**src/fpmc_params.svh**
```systemverilog
`ifndef FPMC_PARAMS_SVH
`define FPMC_PARAMS_SVH

// System clock rate in hertz.
`define FPMC_CLK_HZ 200000000

// Hold time into programming, in seconds.
`define FPMC_HOLD_S 5
// Inactivity time that ends programming, in seconds.
`define FPMC_IDLE_S 120
// Settling time of a push button, in milliseconds.
`define FPMC_DEB_MS 10

// Cycle counts derived from the times above.
`define FPMC_HOLD_CYC (64'd`FPMC_HOLD_S * 64'd`FPMC_CLK_HZ)
`define FPMC_IDLE_CYC (64'd`FPMC_IDLE_S * 64'd`FPMC_CLK_HZ)
`define FPMC_DEB_CYC ((64'd`FPMC_DEB_MS * 64'd`FPMC_CLK_HZ) / 64'd1000)

// Counter widths for the long timers and the debouncer.
`define FPMC_TMR_W 40
`define FPMC_DEB_W 32

// Register byte offsets.
`define FPMC_OFS_STATUS 12'h000
`define FPMC_OFS_AUTO 12'h004

// Field positions of the automatic command register.
`define FPMC_AUTO_ENG_BIT 0
`define FPMC_AUTO_GEN_BIT 1
// Reset value of the automatic command register.
`define FPMC_AUTO_RST 2'h0

// Lamp pattern while reset holds: off mode with the load on mains, so the
// lamps already agree with the mode at the first edge after release.
`define FPMC_LEDS_RST 10'h051

`endif

```
**src/fpmc_pkg.sv**
```systemverilog
package fpmc_pkg;

  // Operating modes of the panel.
  typedef enum logic [2:0] {
    MODE_OFF,
    MODE_MANUAL,
    MODE_AUTO,
    MODE_TEST,
    MODE_PROG
  } fpmc_mode_t;

  // One bit per front-panel push button.
  typedef struct packed {
    logic test;
    logic indicator_check;
    logic increment;
    logic start;
    logic to_mains;
    logic to_gen;
    logic off;
    logic auto_m;
    logic decrement;
    logic stop;
    logic mains_open;
    logic gen_open;
    logic select;
    logic manual;
  } fpmc_buttons_t;

  // Panel indicator lamps, one bit per lamp, high is lit.
  typedef struct packed {
    logic test;
    logic prog;
    logic eng_run;
    logic mains_on;
    logic gen_on;
    logic off;
    logic auto_m;
    logic eng_stop;
    logic mains_off;
    logic gen_off;
  } fpmc_leds_t;

  // One-cycle action pulses towards the rest of the unit.
  typedef struct packed {
    logic fail_reset;
    logic alarm_mute;
    logic param_up;
    logic param_down;
    logic param_confirm;
    logic display_step;
  } fpmc_events_t;

endpackage

```
**src/fpmc_top.sv**
```systemverilog
// The register addresses and the APB interface to the registers are this design's own decisions.
`timescale 1ns/10ps
`include "fpmc_params.svh"

module fpmc_top #(
  parameter logic [`FPMC_TMR_W-1:0] HOLD_CYC = 40'(`FPMC_HOLD_CYC),
  parameter logic [`FPMC_TMR_W-1:0] IDLE_CYC = 40'(`FPMC_IDLE_CYC),
  parameter logic [`FPMC_DEB_W-1:0] DEB_CYC = 32'(`FPMC_DEB_CYC)
) (
  // Clock and reset.
  input wire logic CLOCK_I,
  input wire logic RST_I,
  // Front-panel push buttons, high while pressed.
  input wire fpmc_pkg::fpmc_buttons_t BUTTONS_I,
  // Alarm state from the protection logic of the unit.
  input wire logic FAILURE_I,
  input wire logic HORN_ON_I,
  // APB slave.
  input wire logic PSEL_I,
  input wire logic PENABLE_I,
  input wire logic PWRITE_I,
  input wire logic [11:0] PADDR_I,
  input wire logic [31:0] PWDATA_I,
  input wire logic [3:0] PSTRB_I,
  output logic [31:0] PRDATA_O,
  output logic PREADY_O,
  output logic PSLVERR_O,
  // Lamps, mode and engine.
  output fpmc_pkg::fpmc_leds_t LEDS_O,
  output fpmc_pkg::fpmc_mode_t MODE_O,
  output logic ENGINE_RUN_O,
  // Contactor relay drives, high energises the coil.
  output logic MAINS_RELAY_O,
  output logic GEN_RELAY_O,
  // Action pulses.
  output fpmc_pkg::fpmc_events_t EVENTS_O
);

  fpmc_pkg::fpmc_mode_t mode_r;
  fpmc_pkg::fpmc_mode_t mode_nxt;
  fpmc_pkg::fpmc_buttons_t held;
  fpmc_pkg::fpmc_buttons_t press;
  fpmc_pkg::fpmc_leds_t leds_r;
  fpmc_pkg::fpmc_leds_t leds_nxt;
  fpmc_pkg::fpmc_events_t events_r;
  fpmc_pkg::fpmc_events_t events_nxt;
  logic engine_r;
  logic engine_nxt;
  logic mains_r;
  logic mains_nxt;
  logic gen_r;
  logic gen_nxt;
  logic ichk_r;
  logic arm_r;
  logic mrelay_r;
  logic grelay_r;
  logic [1:0] auto_r;
  logic [31:0] prdata_r;
  logic hold_done;
  logic idle_done;

  // Each button gets its own synchroniser and debouncer.
  genvar gi;
  generate
    for (gi = 0; gi < $bits(fpmc_pkg::fpmc_buttons_t); gi++) begin : g_btn
      fpmc_debounce #(
        .DEB_CYC(DEB_CYC)
      ) u_deb (
        .CLOCK_I(CLOCK_I),
        .RST_I(RST_I),
        .raw_i(BUTTONS_I[gi]),
        .level_o(held[gi]),
        .press_o(press[gi])
      );
    end
  endgenerate

  // Mode decode.
  wire in_off = mode_r == fpmc_pkg::MODE_OFF;
  wire in_man = mode_r == fpmc_pkg::MODE_MANUAL;
  wire in_prog = mode_r == fpmc_pkg::MODE_PROG;
  wire nxt_prog = mode_nxt == fpmc_pkg::MODE_PROG;
  wire nxt_run = (mode_nxt == fpmc_pkg::MODE_MANUAL)
                 || (mode_nxt == fpmc_pkg::MODE_AUTO)
                 || (mode_nxt == fpmc_pkg::MODE_TEST);
  wire any_held = |held;

  // The hold timer runs only from off mode, so a hold elsewhere is refused.
  // The arm flag stops a timeout from re-entering while still held.
  wire hold_run = held.indicator_check && arm_r && in_off;
  wire idle_run = in_prog && !any_held;

  fpmc_timer #(
    .LIMIT(HOLD_CYC)
  ) u_hold (
    .CLOCK_I(CLOCK_I),
    .RST_I(RST_I),
    .run_i(hold_run),
    .done_o(hold_done)
  );

  fpmc_timer #(
    .LIMIT(IDLE_CYC)
  ) u_idle (
    .CLOCK_I(CLOCK_I),
    .RST_I(RST_I),
    .run_i(idle_run),
    .done_o(idle_done)
  );

  // Mode selection; off has the highest priority among the mode buttons.
  always_comb begin
    mode_nxt = mode_r;
    if (press.off) begin
      mode_nxt = fpmc_pkg::MODE_OFF;
    end else if (press.test) begin
      mode_nxt = fpmc_pkg::MODE_TEST;
    end else if (press.auto_m) begin
      mode_nxt = fpmc_pkg::MODE_AUTO;
    end else if (press.manual) begin
      mode_nxt = fpmc_pkg::MODE_MANUAL;
    end else if (hold_done) begin
      mode_nxt = fpmc_pkg::MODE_PROG;
    end else if (idle_done) begin
      mode_nxt = fpmc_pkg::MODE_OFF;
    end
  end

  // Engine and load control follow the mode being entered, so an off press
  // stops the engine at the same edge that changes the mode.
  always_comb begin
    engine_nxt = engine_r;
    mains_nxt = mains_r;
    gen_nxt = gen_r;
    unique case (mode_nxt)
      fpmc_pkg::MODE_OFF, fpmc_pkg::MODE_PROG: begin
        engine_nxt = 1'b0;
        mains_nxt = 1'b1;
        gen_nxt = 1'b0;
      end
      fpmc_pkg::MODE_TEST: begin
        engine_nxt = 1'b1;
        mains_nxt = 1'b1;
        gen_nxt = 1'b0;
      end
      fpmc_pkg::MODE_AUTO: begin
        engine_nxt = auto_r[`FPMC_AUTO_ENG_BIT];
        gen_nxt = auto_r[`FPMC_AUTO_GEN_BIT] && engine_nxt;
        mains_nxt = !gen_nxt;
      end
      fpmc_pkg::MODE_MANUAL: begin
        if (in_man && press.start) begin
          engine_nxt = 1'b1;
        end else if (in_man && press.stop) begin
          engine_nxt = 1'b0;
        end
        if (in_man && press.to_mains) begin
          mains_nxt = 1'b1;
          gen_nxt = 1'b0;
        end else if (in_man && press.to_gen) begin
          gen_nxt = 1'b1;
          mains_nxt = 1'b0;
        end else begin
          if (in_man && press.mains_open) begin
            mains_nxt = 1'b0;
          end
          if (in_man && press.gen_open) begin
            gen_nxt = 1'b0;
          end
        end
      end
    endcase
  end

  // Lamp pattern; the check overrides everything until the button is let go
  // or programming starts, after which the normal pattern returns.
  wire ichk_nxt = held.indicator_check && !nxt_prog;
  always_comb begin
    leds_nxt.test = mode_nxt == fpmc_pkg::MODE_TEST;
    leds_nxt.off = mode_nxt == fpmc_pkg::MODE_OFF;
    leds_nxt.auto_m = mode_nxt == fpmc_pkg::MODE_AUTO;
    leds_nxt.prog = nxt_prog;
    leds_nxt.eng_run = nxt_run && engine_nxt;
    leds_nxt.eng_stop = nxt_run && !engine_nxt;
    leds_nxt.mains_on = mains_nxt;
    leds_nxt.mains_off = !mains_nxt;
    leds_nxt.gen_on = gen_nxt;
    leds_nxt.gen_off = !gen_nxt;
    if (ichk_nxt) begin
      leds_nxt = '1;
    end
  end

  // Two-meaning buttons: alarm handling and display stepping normally, editing in programming.
  always_comb begin
    events_nxt.fail_reset = press.increment && !in_prog && FAILURE_I;
    events_nxt.param_up = press.increment && in_prog;
    events_nxt.alarm_mute = press.decrement && !in_prog
                            && FAILURE_I && HORN_ON_I;
    events_nxt.param_down = press.decrement && in_prog;
    events_nxt.param_confirm = press.select && in_prog;
    events_nxt.display_step = press.select && !in_prog;
  end

  // State registers.
  always_ff @(posedge CLOCK_I) begin
    if (RST_I) begin
      mode_r <= fpmc_pkg::MODE_OFF;
      engine_r <= 1'b0;
      mains_r <= 1'b1;
      gen_r <= 1'b0;
      arm_r <= 1'b0;
    end else begin
      mode_r <= mode_nxt;
      engine_r <= engine_nxt;
      mains_r <= mains_nxt;
      gen_r <= gen_nxt;
      arm_r <= (arm_r || press.indicator_check) && held.indicator_check
               && !hold_done;
    end
  end

  // Output registers; relays are driven so a dead output leaves load on mains.
  always_ff @(posedge CLOCK_I) begin
    if (RST_I) begin
      leds_r <= `FPMC_LEDS_RST;
      events_r <= '0;
      ichk_r <= 1'b0;
      mrelay_r <= 1'b0;
      grelay_r <= 1'b0;
    end else begin
      leds_r <= leds_nxt;
      events_r <= events_nxt;
      ichk_r <= ichk_nxt;
      mrelay_r <= !mains_nxt;
      grelay_r <= gen_nxt;
    end
  end

  // APB decode; the slave never waits, so PREADY is always high.
  wire hit_status = PADDR_I == `FPMC_OFS_STATUS;
  wire hit_auto = PADDR_I == `FPMC_OFS_AUTO;
  wire hit = hit_status || hit_auto;
  wire access = PSEL_I && PENABLE_I;
  wire setup = PSEL_I && !PENABLE_I;
  wire wr_auto = access && PWRITE_I && hit_auto && PSTRB_I[0];
  wire [31:0] status_word = {
    21'h000000, HORN_ON_I, FAILURE_I, ichk_r, arm_r,
    gen_r, mains_r, engine_r, 1'b0, mode_r
  };
  wire [31:0] rd_word = hit_status ? status_word :
                        hit_auto ? {30'h00000000, auto_r} : 32'h00000000;

  // Read data is captured in the setup cycle so it is a flop at access.
  always_ff @(posedge CLOCK_I) begin
    if (RST_I) begin
      auto_r <= `FPMC_AUTO_RST;
      prdata_r <= 32'h00000000;
    end else begin
      if (wr_auto) begin
        auto_r <= PWDATA_I[1:0];
      end
      if (setup) begin
        prdata_r <= PWRITE_I ? 32'h00000000 : rd_word;
      end
    end
  end

  assign PRDATA_O = prdata_r;
  assign PREADY_O = 1'b1;
  assign PSLVERR_O = access && !hit;
  assign LEDS_O = leds_r;
  assign MODE_O = mode_r;
  assign ENGINE_RUN_O = engine_r;
  assign MAINS_RELAY_O = mrelay_r;
  assign GEN_RELAY_O = grelay_r;
  assign EVENTS_O = events_r;
endmodule // fpmc_top

```
**src/fpmc_debounce.sv**
```systemverilog
`timescale 1ns/10ps
`include "fpmc_params.svh"

module fpmc_debounce #(
  parameter logic [`FPMC_DEB_W-1:0] DEB_CYC = 32'd1
) (
  // Clock and reset.
  input wire logic CLOCK_I,
  input wire logic RST_I,
  // Raw button pin.
  input wire logic raw_i,
  // Clean level and press pulse.
  output logic level_o,
  output logic press_o
);

  logic sync1_r;
  logic sync2_r;
  logic stable_r;
  logic press_r;
  logic [`FPMC_DEB_W-1:0] cnt_r;
  wire differ = sync2_r != stable_r;
  wire settled = differ && (cnt_r >= DEB_CYC - 32'd1);

  // Two flops bring the pin into the clock domain before anything reads it.
  always_ff @(posedge CLOCK_I) begin
    if (RST_I) begin
      sync1_r <= 1'b0;
      sync2_r <= 1'b0;
    end else begin
      sync1_r <= raw_i;
      sync2_r <= sync1_r;
    end
  end

  // A new level is accepted only after it has stood for the full settling
  // time, and a press gives exactly one pulse, not one per clock held.
  always_ff @(posedge CLOCK_I) begin
    if (RST_I) begin
      cnt_r <= '0;
      stable_r <= 1'b0;
      press_r <= 1'b0;
    end else begin
      cnt_r <= (differ && !settled) ? cnt_r + 32'd1 : '0;
      if (settled) begin
        stable_r <= sync2_r;
      end
      press_r <= settled && sync2_r;
    end
  end

  assign level_o = stable_r;
  assign press_o = press_r;

endmodule // fpmc_debounce

```
**src/fpmc_timer.sv**
```systemverilog
`timescale 1ns/10ps
`include "fpmc_params.svh"

module fpmc_timer #(
  parameter logic [`FPMC_TMR_W-1:0] LIMIT = 40'd1
) (
  // Clock and reset.
  input wire logic CLOCK_I,
  input wire logic RST_I,
  // Count while high, clear while low.
  input wire logic run_i,
  // High once the count has reached the limit.
  output logic done_o
);

  logic [`FPMC_TMR_W-1:0] cnt_r;

  // The count saturates so that done stays high until run drops.
  always_ff @(posedge CLOCK_I) begin
    if (RST_I || !run_i) begin
      cnt_r <= '0;
    end else if (cnt_r != LIMIT) begin
      cnt_r <= cnt_r + 40'd1;
    end
  end

  assign done_o = run_i && (cnt_r == LIMIT);

endmodule // fpmc_timer

```
**config.mk**
```make
export PLATFORM = sky130hd
export DESIGN_NAME = fpmc_top
export DESIGN_NICKNAME = d
export VERILOG_FILES = /design/src/fpmc_pkg.sv /design/src/fpmc_top.sv /design/src/fpmc_debounce.sv /design/src/fpmc_timer.sv
export VERILOG_INCLUDE_DIRS = /design/src
export SDC_FILE = /design/constraint.sdc
export NUM_CORES = 1
export LEC_CHECK = 0
export ABC_AREA = 1
export BUFFER_PORTS_ARGS = -buffer_cell sky130_fd_sc_hd__buf_2
export CAP_MARGIN = 30
export CORE_UTILIZATION = 41
export CTS_CLUSTER_DIAMETER = 150
export DETAILED_ROUTE_END_ITERATION = 12
export HOLD_SLACK_MARGIN = 0.15
export PLACE_DENSITY = 0.61
export SYNTH_ARGS = -nofsm -noshare
export SYNTH_HDL_FRONTEND = slang
export SYNTH_SLANG_ARGS = --single-unit
```
**constraint.sdc**
```tcl
create_clock -name CLOCK_I -period 2.4 [get_ports CLOCK_I]
set_clock_uncertainty 0.15 [all_clocks]
set_input_delay 0.12 -clock CLOCK_I [delete_from_list [all_inputs] [get_ports CLOCK_I]]
set_output_delay 0.12 -clock CLOCK_I [all_outputs]
set_load 0.01 [all_outputs]
```
# [Word-level counts from Yosys, hierarchy flattened]
# Cells that the tools add are included.
# Widths: inputs -> output; s select.
[op_classes] n_mux=21 shifts=0 n_eq_ne=25 div=0 magnitude_cmp=14 n_reduce_logical=127 n_bitwise=14 mul=0 n_addsub=16
[ops] operator="$add 32x1->32 const B" count=14
[ops] operator="$ge 32x21->1 const B" count=14
[ops] operator="$add 40x1->40 const B" count=2
[ops] operator="$logic_and 1x1->1" count=74
[ops] operator="$eq 40x30->1 const B" count=1
[ops] operator="$eq 40x35->1 const B" count=1
[ops] operator="$ne 40x30->1 const B" count=1
[ops] operator="$ne 40x35->1 const B" count=1
[ops] operator="$reduce_or 2->1" count=16
[ops] operator="$logic_not 1->1" count=26
[ops] operator="$mux 11" count=2
[ops] operator="$mux 3" count=6
[ops] operator="$ne 1x1->1" count=14
[ops] operator="$not 1->1" count=14
[ops] operator="$reduce_or 14->1" count=1
[ops] operator="$eq 12x3->1 const B" count=1
[ops] operator="$logic_not 12->1" count=1
[ops] operator="$mux 10" count=1
[ops] operator="$mux 1" count=8
[ops] operator="$eq 3x1->1 const B" count=2
[ops] operator="$eq 3x2->1 const B" count=2
[ops] operator="$eq 3x3->1 const B" count=2
[ops] operator="$logic_not 3->1" count=2
[ops] operator="$logic_or 1x1->1" count=6
[ops] operator="4 further kinds" count=5
[totals] romBits=0 mem_count=0 latch_bits=0 ff_bits=643 ramBits=0 output_inout_bits=56 in_bits=69 wordCells=314

# [Longest topological paths before layout]
# Gate-level depths: netlist of the first run.
[depth] ltp_word=16 ltp_mapped=15 ltp_nobuf=14

# [Hierarchy]
# From an unflattened synthesis of the first run, not the netlist that was laid out.
[hier_totals] hier_cells=3532 area_unflattened_um2=27247.4
[modules_own_cells] mod="fpmc_debounce" cells_each=175 seq_area_each_um2=720.7 instances=14 area_each_um2=1461.4
[modules_own_cells] mod="fpmc_timer at u_idle" cells_each=416 seq_area_each_um2=800.8 instances=1 area_each_um2=2537.4
[modules_own_cells] mod="fpmc_timer at u_hold" cells_each=422 seq_area_each_um2=800.8 instances=1 area_each_um2=2512.4
[modules_own_cells] mod="fpmc_top" cells_each=244 seq_area_each_um2=740.7 instances=1 area_each_um2=1737.9

# [Least setup slack after synthesis of the first run]
# Ideal clock, no wire load.
[synth_timing] path_kind="register to register" start="reg g_btn[7].u_deb.cnt_r[0]" end="reg g_btn[7].u_deb.cnt_r[18]" setup_slack_ps=476 setup_time_ps=113 path_buffers=0 arrival_ps=1662 stages_incl_launch_ff=13 synth_period_minus_slack_ps=1924 t_required_ps=2137 cell_sequence="dfxtp_1 ha_1 nand3_1 nor2_1 nand2_1 nor2_1 nand2_1 nor2_1 nand2_1 nor4_1 nand2_1 nand2_1 nor2_1"
[synth_via] elab_chain_len=6 word_cells_on_any_way=7 cone_classes="1 x add/sub; 1 x order compare; 1 x bitwise; 4 x reduce/logical"
[synth_lines] element="start, declared" line="fpmc_debounce.sv:21" rtl="logic [`FPMC_DEB_W-1:0] cnt_r;"
[synth_lines] element="start signal, assigned" line="fpmc_debounce.sv:44" rtl="cnt_r <= (differ && !settled) ? cnt_r + 32'd1 : '0;"
[synth_lines] element="$ge 32x21->1" line="fpmc_debounce.sv:23" rtl="wire settled = differ && (cnt_r >= DEB_CYC - 32'd1);"
[synth_lines] element="$logic_and 1x1->1" line="fpmc_debounce.sv:23"
[synth_lines] element="$logic_not 1->1" line="fpmc_debounce.sv:44"
[synth_lines] element="$logic_and 1x1->1" line="fpmc_debounce.sv:44"
[synth_lines] element="$not 1->1 (no source line)"
[synth_lines] element="$reduce_or 2->1 (no source line)"
# Several ways; a longest one is shown, not always the timed one.
# A chain may end at the register's enable or synchronous reset.

# [Final worst setup path of the first run]
[layout_timing] start="in PENABLE_I" end="reg prdata_r[9], in the netlist PRDATA_O[9]"
[layout_via] elab_chain_len=2
[layout_lines] element="start, declared" line="fpmc_top.sv:20" rtl="input wire logic PENABLE_I,"
[layout_lines] element="$logic_not 1->1" line="fpmc_top.sv:245" rtl="wire setup = PSEL_I && !PENABLE_I;"
[layout_lines] element="$logic_and 1x1->1" line="fpmc_top.sv:245"
[layout_lines] element="end signal, assigned" line="fpmc_top.sv:264" rtl="prdata_r <= PWRITE_I ? 32'h00000000 : rd_word;"
[layout_lines] element="end, declared" line="fpmc_top.sv:58" rtl="logic [31:0] prdata_r;"
# Every way passes these cells.

==> summary.txt, run 1 <==
Drt
  – Total wire length: 52600 um
  – Pre-antenna DRT Iters: 5
  – Iter 0 DRT Violations: roughly 1100
  – Total number of vias: 20800
  – Final ANT Viol Nets: 0
  – # DRC: 0
  – Via-to-Cell Ratio: 4.62
  – Drt wl/cell: between 10 and 15 um

GRT
  – Vias in the first global route: 19100
  – Grt ovf: 0
  – Maximum number of pins on one net before global-route repair: 57
  – Total Routing Usage GR: between 10% and 20%
  – Global-route wire length before repair: about 90000 um
  – Antenna violations before repair: 0

Yosys
  – Leading cell type by number of instances after synthesis: dfxtp_1
  – Synthesized area: around 25000 um2
  – Cells after synthesis: 3292
  – Synth cell types: between 50 and 60
  – Seq cells post-synth: ~620
  – Synth async-reset ratio: 0%
  – Most common flop cell mapped by yosys: dfxtp_1
  – Synth cell count leaders: dfxtp_1 (621), nand2_1 (575), nor2_1 (534), inv_1 (434), nand3_1 (182)
  – Post-synth EDFFs: 0
  – Synth top area share: about half
  – Mean Syn Cell Area: ~7.7 um2
  – Sequential fraction of the synthesis area: roughly half
  – Ys Warns: 0
  – Top cells by area, synth: dfxtp_1 (49%), nand2_1 (8.5%), nor2_1 (7.9%), inv_1 (6.5%), nand3_1 (3.6%)
  – Area leader, netlist: dfxtp_1

Outcome
  – Status: completed

Timing
  – Setup TNS: 0 ns
  – # setup viols final: 0
  – Fin crit share: between 90 and 100%
  – Worst-margin pin slew: 0.855 ns
  – Fmax: ~430 MHz
  – Tmin final: roughly 2.3 ns
  – Final Hold Vio Count: 0
  – Rel. slew slack: between 40% and 50%
  – Pins Over Slew Limit: 0
  – RSZ-0062 raised after global routing: yes

Clock network
  – CTS tree: built
  – H-tree Lvls: 3
  – Clk buf depth: 3
  – Sink Count: between 600 and 700
  – Clock transition at path regs: around 0.06 ns
  – CTS buffer count: just under 70
  – Clock Latency Late Sink: roughly 0.60 ns
  – Root Buffer: clkbuf_16

Power
  – Net Sw Frac: 20.7%
  – P_leak: roughly 12 nW
  – Total power per unit cell area: a little over 700 nW/um2
  – Sw power: approximately 0.0045 W
  – Worst vdd ir: a little under 0.0005 V
  – Internal Power: between 0.015 and 0.02 W
  – Post-layout power: between 0.02 and 0.025 W
  – Flop pwr share: a little under 50%
  – Comb power frac: between 1.5 and 2%
  – Part of the power in the clock network: between 40% and 50%

Worst hold path
  – Hold WC Path Type: in2reg

Floorplanning
  – Die H: between 200 and 300 um
  – Die Area: between 60000 and 70000 um2
  – Site Rows: 90
  – Die width: between 200 and 300 um
  – Num ports: 125
  – Core ar.: roughly 60000 um2
  – Initial Utilization: between 40% and 50%

Final layout
  – Layout cells sized above 1: 9.32%
  – FF+latch area: about 12000 um2
  – Fillers: just under 6000
  – Non-Filler Instances: 4496
  – Nets: ~3700
  – Design area: 30500 um2
  – Area of the multi-input gates: 11600 um2
  – Core Util, Final: around half
  – # diodes: 0
  – Area grow syn2layout: 20.6%

Critical path
  – CP Data Required Time: 2.79 ns
  – CP Max Fanout: 10
  – Crit. End Element: register
  – Critical path arrival: ~2.7 ns
  – R2r setup slk: 0.21 ns
  – Crit Path Class: in2reg
  – Crit start category: input pin

Placed design
  – Buffers added on ports: just under 70
  – Hpwl dp: roughly 37000 um
  – GP Congestion: between 0.8 and 0.9
  – Placement Cell Area: roughly 27000 um2
  – Placed insts: between 4000 and 5000

Flow run
  – Max cap viols: 0
[kinds of logic after synthesis]
kind of cell / synth area share (%)
compound gates: 6.20
simple gates: 31.8
fa+ha+maj: 0.892
other cells: 0.0297
xor+xnor: 3.92
buf+inv: 7.94
flops: 49.2
[registers in the layout, summed over array words and instances, names as in the netlist, 14 cells and up]
| register | cells |
|---|---|
| g_btn.u_deb.press_o | 14 |
| g_btn.u_deb.sync2_r | 14 |
| u_idle.cnt_r | 40 |
| g_btn.u_deb.cnt_r | 448 |
| g_btn.u_deb.level_o | 14 |
| u_hold.cnt_r | 40 |
| g_btn.u_deb.sync1_r | 14 |
[worst max-delay path, cell delays in order]
cell,delay (ns)
dlygate4sd3_1,0.53
buf_2,0.14
nor2_1,0.09
inv_1,0.16
nor2_2,0.15
buf_6,0.19
nand3_1,0.09
dlygate4sd3_1,0.57
a21oi_1,0.11
dlygate4sd3_1,0.55
[power by group through the flow]
| stage | registers [W] | logic [W] | clock network, W |
|---|---|---|---|
| 3_3_place_gp | 0.0108 | 0.000292 | 0 |
| 2_1_floorplan | 0.0108 | 0.000208 | 0 |
| 3_5_place_dp | 0.0108 | 0.000292 | 0 |
| 5_1_grt | 0.0106 | 0.000438 | 0.0115 |
| 4_1_cts | 0.0106 | 0.000379 | 0.0111 |
| 6_report | 0.0106 | 0.000386 | 0.0108 |
[metal layers]
layer  global-route usage [%]  up-vias  share of wire [%]
met5                        0        -                  0
met3                     3.71       71                4.4
met1                     22.9     9216                 50
met2                     27.2      277                 44
met4                     4.63        0                1.8
li1                         -    11200                  -
[final timing paths]
kind                                                 end              startpoint  depth (start not counted)
worst max-delay path                         PRDATA_O[9]               PENABLE_I                         10
worst min register to register    g_btn[7].u_deb.sync2_r  g_btn[7].u_deb.sync1_r                          2
worst max register to register          u_hold.cnt_r[39]         u_hold.cnt_r[9]                         11
worst min-delay path            g_btn[0].u_deb.cnt_r[18]                   RST_I                          5
[metrics by stage]
stage	setup slack, ns	hold slack, ns
global route	-0.00741	0.203
detailed placement	0.124	0.195
finish	0.0826	0.183
global placement	0.129	0.192
CTS	0.0814	0.193
floorplan	0.476	0.0770
[what timing repair did]
action / 4_1_cts / 5_1_grt
setup buffers: 0 / 5
setup endpoints to repair: 0 / 42
resized for setup: 0 / 26
hold endpoints to repair: 81 / 0
hold buffers: 67 / 0
[cells in the final DEF (no fill, tap or decap), types with 34 or more instances in the layout]
cell type / n
dfxtp_1: 620
dlygate4sd3_1: 66
buf_4: 45
xnor2_1: 53
clkbuf_16: 72
xor2_1: 60
o21ai_0: 61
buf_2: 67
nand4_1: 95
nand3_1: 180
nor3_1: 162
nor2_1: 527
nor4_1: 51
a21oi_1: 151
nor3b_1: 34
nand2_1: 573
inv_1: 434
conb_1: 177
[cell type report]
type	count	share of cell area [%]
inverter	445	5.50
clock buffer	104	6.87
tap	782	3.21
timing repair buffer	183	4.70
clock inverter	19	0.904
sequential	621	40.8
multi-input combinational	2342	38.0
No activity file was read; power rests on OpenSTA's default activity.
==> inputs of run 2 (changes only) <==
--- a/config.mk
+++ b/config.mk
@@ -9,6 +9,7 @@
 export ABC_AREA = 1
 export BUFFER_PORTS_ARGS = -buffer_cell sky130_fd_sc_hd__buf_2
 export CAP_MARGIN = 30
+export CORE_MARGIN = 4
 export CORE_UTILIZATION = 41
 export CTS_CLUSTER_DIAMETER = 150
 export DETAILED_ROUTE_END_ITERATION = 12
==> summary.txt, run 2 (synthesis results as in run 1) <==
Power
  – Total power per unit cell area: just over 700 nW/um2
  – Post-layout power: 0.0221 W
  – P_leak: 11.7 nW
  – Worst vdd ir: approximately 0.00053 V

Clock network
  – CTS buffer count: 68
  – CTS tree: built
  – Clk buf depth: 3
  – H-tree Lvls: 3
  – Sink Count: 621
  – Clock transition at path regs: roughly 0.060 ns
  – Root Buffer: clkbuf_16
  – Clock Latency Late Sink: 0.60 ns

Critical path
  – Worst path buffer plus inverter count: 4
  – Crit. End Element: register
  – CP Data Required Time: between 2 and 3 ns
  – Crit-path slowest cell: dlygate4sd3_1
  – Most used cell along the critical path: dlygate4sd3_1
  – Peak per-stage delay on the critical path: around 0.6 ns
  – Crit start category: input pin
  – Crit Path Class: in2reg
  – Cell Chain, Critical Path: dlygate4sd3_1 -> buf_2 -> nor3b_1 -> dlygate4sd3_1 -> nand2_1 -> dlygate4sd3_1 -> o21ai_0 -> a32oi_1 -> nor2_1
  – CP Max Fanout: 2
  – Crit-path leading delay family: buffers and inverters
  – R2r setup slk: approximately 0.2 ns
  – Critical path arrival: 2.64 ns

Final layout
  – Largest registers: g_btn.u_deb.cnt_r x448, u_hold.cnt_r x40, u_idle.cnt_r x40
  – Non-Filler Instances: roughly 4500
  – Core Util, Final: 50.3%
  – Area grow syn2layout: 20.9%
  – Layout cells sized above 1: approximately a tenth
  – Commonest non-fill, non-tap cell in the layout: dfxtp_1
  – # diodes: 0
  – Nets: approximately 3700
  – Most frequent cells in the layout: dfxtp_1 (621), nand2_1 (574), nor2_1 (527)
  – Number of flip-flops in the largest register: ~450
  – Biggest register: g_btn.u_deb.cnt_r

Timing
  – Setup TNS: 0 ns
  – Fin crit share: roughly 94%
  – Pins Over Slew Limit: 0
  – # setup viols final: 0
  – Final Hold Vio Count: 0
  – Rel. slew slack: 63.7%
  – Worst-margin pin slew: roughly 0.54 ns
  – Tmin final: approximately 2.3 ns
  – Fmax: 442 MHz

Drt
  – Iter 0 DRT Violations: roughly 1100
  – Drt wl/cell: 11.6 um
  – # DRC: 0
  – Total number of vias: between 20000 and 25000
  – Via-to-Cell Ratio: 4.58
  – Total wire length: roughly 52000 um
  – Final ANT Viol Nets: 0
  – Pre-antenna DRT Iters: 5

Placed design
  – Buffers added on ports: 68
  – Hpwl dp: 36700 um
  – GP Congestion: around 0.83
  – Placed insts: ~4300

Floorplanning
  – Die width: 256 um
  – Site Rows: 90
  – Num ports: 125
  – Die H: 256 um
  – Core ar.: 60700 um2
  – Die Area: about 66000 um2
  – Initial Utilization: ~42%

GRT
  – Grt ovf: 0
  – Vias in the first global route: ~19000
  – Global-route wire length before repair: 88100 um
  – Maximum number of pins on one net before global-route repair: just under 80
  – Antenna violations before repair: 1
  – Total Routing Usage GR: approximately 16%

Outcome
  – Status: completed

Flow run
  – Max cap viols: 0

Worst hold path
  – Hold WC Path Type: in2reg
-- run 2: through the flow --
step	instance area [um2]	hold slack [ns]	worst slack (ns)
floorplan	25900	0.0770	0.476
global placement	27300	0.173	0.128
detailed placement	27300	0.176	0.0788
CTS	30400	0.196	0.0545
global route	30500	0.251	-0.0362
finish	30500	0.192	0.135
-- run 2: worst paths after layout --
check                                from                        to  cells past startpoint
setup / recovery               PADDR_I[3]               PRDATA_O[0]                      9
hold / removal                     PSEL_I               PRDATA_O[2]                      9
setup reg to reg  g_btn[1].u_deb.cnt_r[0]  g_btn[1].u_deb.cnt_r[18]                     12
hold reg to reg    g_btn[4].u_deb.sync1_r    g_btn[4].u_deb.sync2_r                      2
-- run 2: repair_timing --
action | CTS | global route
buffers inserted | 0 | 7
hold endpoints to repair | 77 | 0
hold buffers | 64 | 0
endpoints found under the setup margin | 0 | 39
gates resized for setup | 0 | 29
-- run 2: power breakdown --
part	internal, W	total, W	leakage, nW	switching (W)
clock network	0.00703	0.0112	1.21	0.00416
registers	0.0105	0.0106	5.07	0.0000636
logic	0.000163	0.000373	5.40	0.000211
-- run 2: layout make-up --
cell class | count | area [um2]
Fill cell | 5823 | 30200
Sequential cell | 621 | 12400
Multi-Input combinational cell | 2342 | 11600
Clock buffer | 96 | 2040
Inverter | 445 | 1680
Timing Repair Buffer | 180 | 1410
Tap cell | 782 | 978
Clock inverter | 27 | 423
-- run 2: worst register-to-register path: stages, from the launching register on --
cell and delay, ns:
dfxtp_1 0.34, ha_1 0.19, nand3_1 0.15, nor2_1 0.15, nand2_1 0.08, inv_1 0.10, nand3_1 0.21, nor3_2 0.23
nand3_1 0.11, nor2_2 0.16, nand4_1 0.10, nand2_1 0.07, nor2_1 0.04
-- run 2: routing by layer --
metal	routed length [um]	global-route usage, %	up-vias
met4	990	4.07	0
met2	22600	25.0	316
met3	2750	3.36	79
met1	25600	21.5	9010
li1	-	-	11200
met5	0	0	-
==> inputs of run 3 (changes only) <==
--- a/config.mk
+++ b/config.mk
@@ -6,7 +6,6 @@
 export SDC_FILE = /design/constraint.sdc
 export NUM_CORES = 1
 export LEC_CHECK = 0
-export ABC_AREA = 1
 export BUFFER_PORTS_ARGS = -buffer_cell sky130_fd_sc_hd__buf_2
 export CAP_MARGIN = 30
 export CORE_MARGIN = 4
@@ -14,7 +13,7 @@
 export CTS_CLUSTER_DIAMETER = 150
 export DETAILED_ROUTE_END_ITERATION = 12
 export HOLD_SLACK_MARGIN = 0.15
-export PLACE_DENSITY = 0.61
+export PLACE_DENSITY = 0.54
 export SYNTH_ARGS = -nofsm -noshare
 export SYNTH_HDL_FRONTEND = slang
 export SYNTH_SLANG_ARGS = --single-unit
==> summary.txt, run 3 <==
Yosys
  – Sequential fraction of the synthesis area: 52.8%
  – Synth top area share: between 50 and 60%
  – Synth async-reset ratio: 0%
  – Ys Warns: 0
  – Mean Syn Cell Area: around 9.4 um2
  – Synthesized area: around 24000 um2
  – Synth cell count leaders: dfxtp_1 (621), nor2_1 (434), xor2_1 (169), xnor2_1 (155), nand2_1 (136)
  – Synth cell types: 64
  – Most common flop cell mapped by yosys: dfxtp_1
  – Post-synth EDFFs: 0
  – Top cells by area, synth: dfxtp_1 (53%), nor2_1 (6.9%), xor2_1 (6.3%), xnor2_1 (5.8%), nand3_1 (2.7%)
  – Leading cell type by number of instances after synthesis: dfxtp_1
  – Area leader, netlist: dfxtp_1
  – Cells after synthesis: approximately 2500
  – Seq cells post-synth: 621

Floorplanning
  – Die width: 248 um
  – Die Area: 61300 um2
  – Core ar.: about 57000 um2
  – Site Rows: 87
  – Die H: 248 um
  – Initial Utilization: 41.6%
  – Num ports: 125

Drt
  – Pre-antenna DRT Iters: 5
  – Iter 0 DRT Violations: around 800
  – Total number of vias: around 18000
  – Via-to-Cell Ratio: between 4 and 5
  – Total wire length: roughly 47000 um
  – # DRC: 0
  – Final ANT Viol Nets: 0
  – Drt wl/cell: roughly 13 um

Critical path
  – CP Max Fanout: 21
  – CP Data Required Time: around 2.8 ns
  – Cell Chain, Critical Path: or4_4 -> o2111a_1 -> a211o_1 -> or3_4 -> buf_12 -> nor2_2
  – R2R Path End: g_btn[8].u_deb.cnt_r[3]
  – Reg2reg path depth: 6
  – Peak per-stage delay on the critical path: approximately 0.55 ns
  – Crit Path Class: reg2reg
  – Crit. End Element: register
  – Worst r2r src: g_btn[8].u_deb.cnt_r[14]
  – Critical path arrival: between 2 and 3 ns
  – Crit start category: register
  – Crit-path slowest cell: or4_4
  – R2r setup slk: 0.09 ns

Clock network
  – Clock transition at path regs: 0.06 ns
  – H-tree Lvls: 3
  – CTS tree: built
  – Clock Latency Late Sink: ~0.59 ns
  – CTS buffer count: 69
  – Root Buffer: clkbuf_16
  – Clk buf depth: 3
  – Sink Count: a little over 600

Power
  – Total power per unit cell area: 743 nW/um2
  – Worst vdd ir: 0.000567 V
  – P_leak: between 10 and 15 nW

GRT
  – Maximum number of pins on one net before global-route repair: approximately 40
  – Vias in the first global route: 17100
  – Antenna violations before repair: 4
  – Grt ovf: 0
  – Global-route wire length before repair: around 79000 um
  – Total Routing Usage GR: 15.3%

Worst hold path
  – Hold path start: PADDR_I[4]
  – Hold WC Path Type: in2reg
  – Number of stages on the worst hold path: 7
  – WHS Endpoint: PRDATA_O[0]

Timing
  – Worst hold margin: about 0.21 ns
  – Rel. slew slack: between 40% and 50%
  – Fmax: 432 MHz
  – Final Hold Vio Count: 0
  – RSZ-0062 raised after global routing: yes
  – Worst-margin pin slew: about 0.85 ns
  – Pins Over Slew Limit: 0
  – Fin crit share: just under 100%
  – Tmin final: ~2.3 ns
  – Setup TNS: 0 ns
  – # setup viols final: 0

Final layout
  – Non-Filler Instances: ~3700
  – Commonest non-fill, non-tap cell in the layout: dfxtp_1
  – Layout cells sized above 1: roughly 11%
  – # diodes: 0
  – Largest registers: g_btn.u_deb.cnt_r x448, u_hold.cnt_r x40, u_idle.cnt_r x40
  – Most frequent cells in the layout: dfxtp_1 (618), nor2_1 (433), conb_1 (177)
  – Nets: approximately 2900
  – FF+latch area: roughly 12000 um2
  – Number of flip-flops in the largest register: ~450
  – Biggest register: g_btn.u_deb.cnt_r
  – Fillers: roughly 5300
  – Area grow syn2layout: 22.1%
  – Area of the multi-input gates: approximately 11000 um2

Placed design
  – Buffers added on ports: 68
  – Placed insts: between 3000 and 4000
  – Hpwl dp: ~32000 um
  – GP Congestion: around 0.81

Outcome
  – Status: completed

Flow run
  – Max cap viols: 0
## run 3: cell types whose count changed in the layout (fill, tap and decap cells not counted), sizes merged, moves of 43 or more
cell	delta
nand2	-445
inv	-387
nor2	-127
a21oi	-120
nor3	-117
xor2	+109
xnor2	+102
nand3	-63
and3	+50
and4	+48
or3	+46
buf	+43
## run 3: area by class of cell
| cell class | count | area share [%] |
|---|---|---|
| clock buffers | 101 | 7.31 |
| clock inverters | 22 | 0.770 |
| inverters | 57 | 0.744 |
| multi-input cells | 1892 | 38.9 |
| flip-flops and latches | 621 | 43.3 |
| well taps | 756 | 3.29 |
| repair buffers | 215 | 5.76 |
## run 3: routing by layer
layer,track usage (%),routed length (um)
met5,0,0
met4,5.01,963
met3,3.00,2180
met2,25.2,21200
met1,20.3,22500
## run 3: where the power goes
group          internal (W)  leakage [nW]  switching (W)
clock network       0.00641          1.15        0.00406
registers            0.0105          5.07      0.0000621
logic              0.000152          4.08       0.000182
total                0.0171          10.3        0.00431
## run 3: worst max-delay path by stage
stage,start,endpoint,slack [ns],cells past startpoint
detailed placement,g_btn[13].u_deb.cnt_r[26],g_btn[13].u_deb.cnt_r[6],0.01,6
global route,g_btn[13].u_deb.cnt_r[14],g_btn[13].u_deb.cnt_r[6],-0.01,6
global placement,g_btn[13].u_deb.cnt_r[26],g_btn[13].u_deb.cnt_r[6],0.05,6
CTS,g_btn[13].u_deb.cnt_r[26],g_btn[13].u_deb.cnt_r[6],0.02,6
finish,g_btn[8].u_deb.cnt_r[14],g_btn[8].u_deb.cnt_r[3],0.09,6
floorplan,u_idle.cnt_r[1],u_idle.cnt_r[30],0.08,6
## run 3: worst max-delay path: cells and delay by family, from the launching register on
family | cells | cell delay, ns
simple gates | 3 | 1.05
flops | 1 | 0.34
compound gates | 2 | 0.56
buf+inv | 1 | 0.16
## run 3: cells by family (layout without fill, tap and decap cells)
kind of cell / Yosys count / after routing / share of synthesized area, %
AO/OA/AOI/OAI: 152 / 152 / 4.32
AND/OR/NAND/NOR: 1207 / 1207 / 26.2
flip-flops: 621 / 621 / 52.8
XOR/XNOR: 324 / 324 / 12.1
buffers and inverters: 161 / 395 / 3.00
other: 2 / 177 / 0.0319
adder cells (fa/ha/maj): 18 / 18 / 0.957
multiplexers: 14 / 14 / 0.595
## run 3: timing repair
action                     CTS  global route
hold buffers                52             5
gates resized for setup      2            33
hold endpoints to repair    61             6
pin swaps                    0             8
setup buffers                0             4
setup endpoints to repair    2           147
## run 3: through the flow
stage	utilization [%]	area, um2	power (W)	setup slack, ns
detailed placement	45.4	25700	0.0111	0.0133
finish	50.8	28800	0.0214	0.0857
CTS	50.5	28600	0.0217	0.0188
global placement	45.4	25700	0.0110	0.0480
floorplan	-	24200	0.0110	0.0793
global route	50.8	28800	0.0222	-0.00951
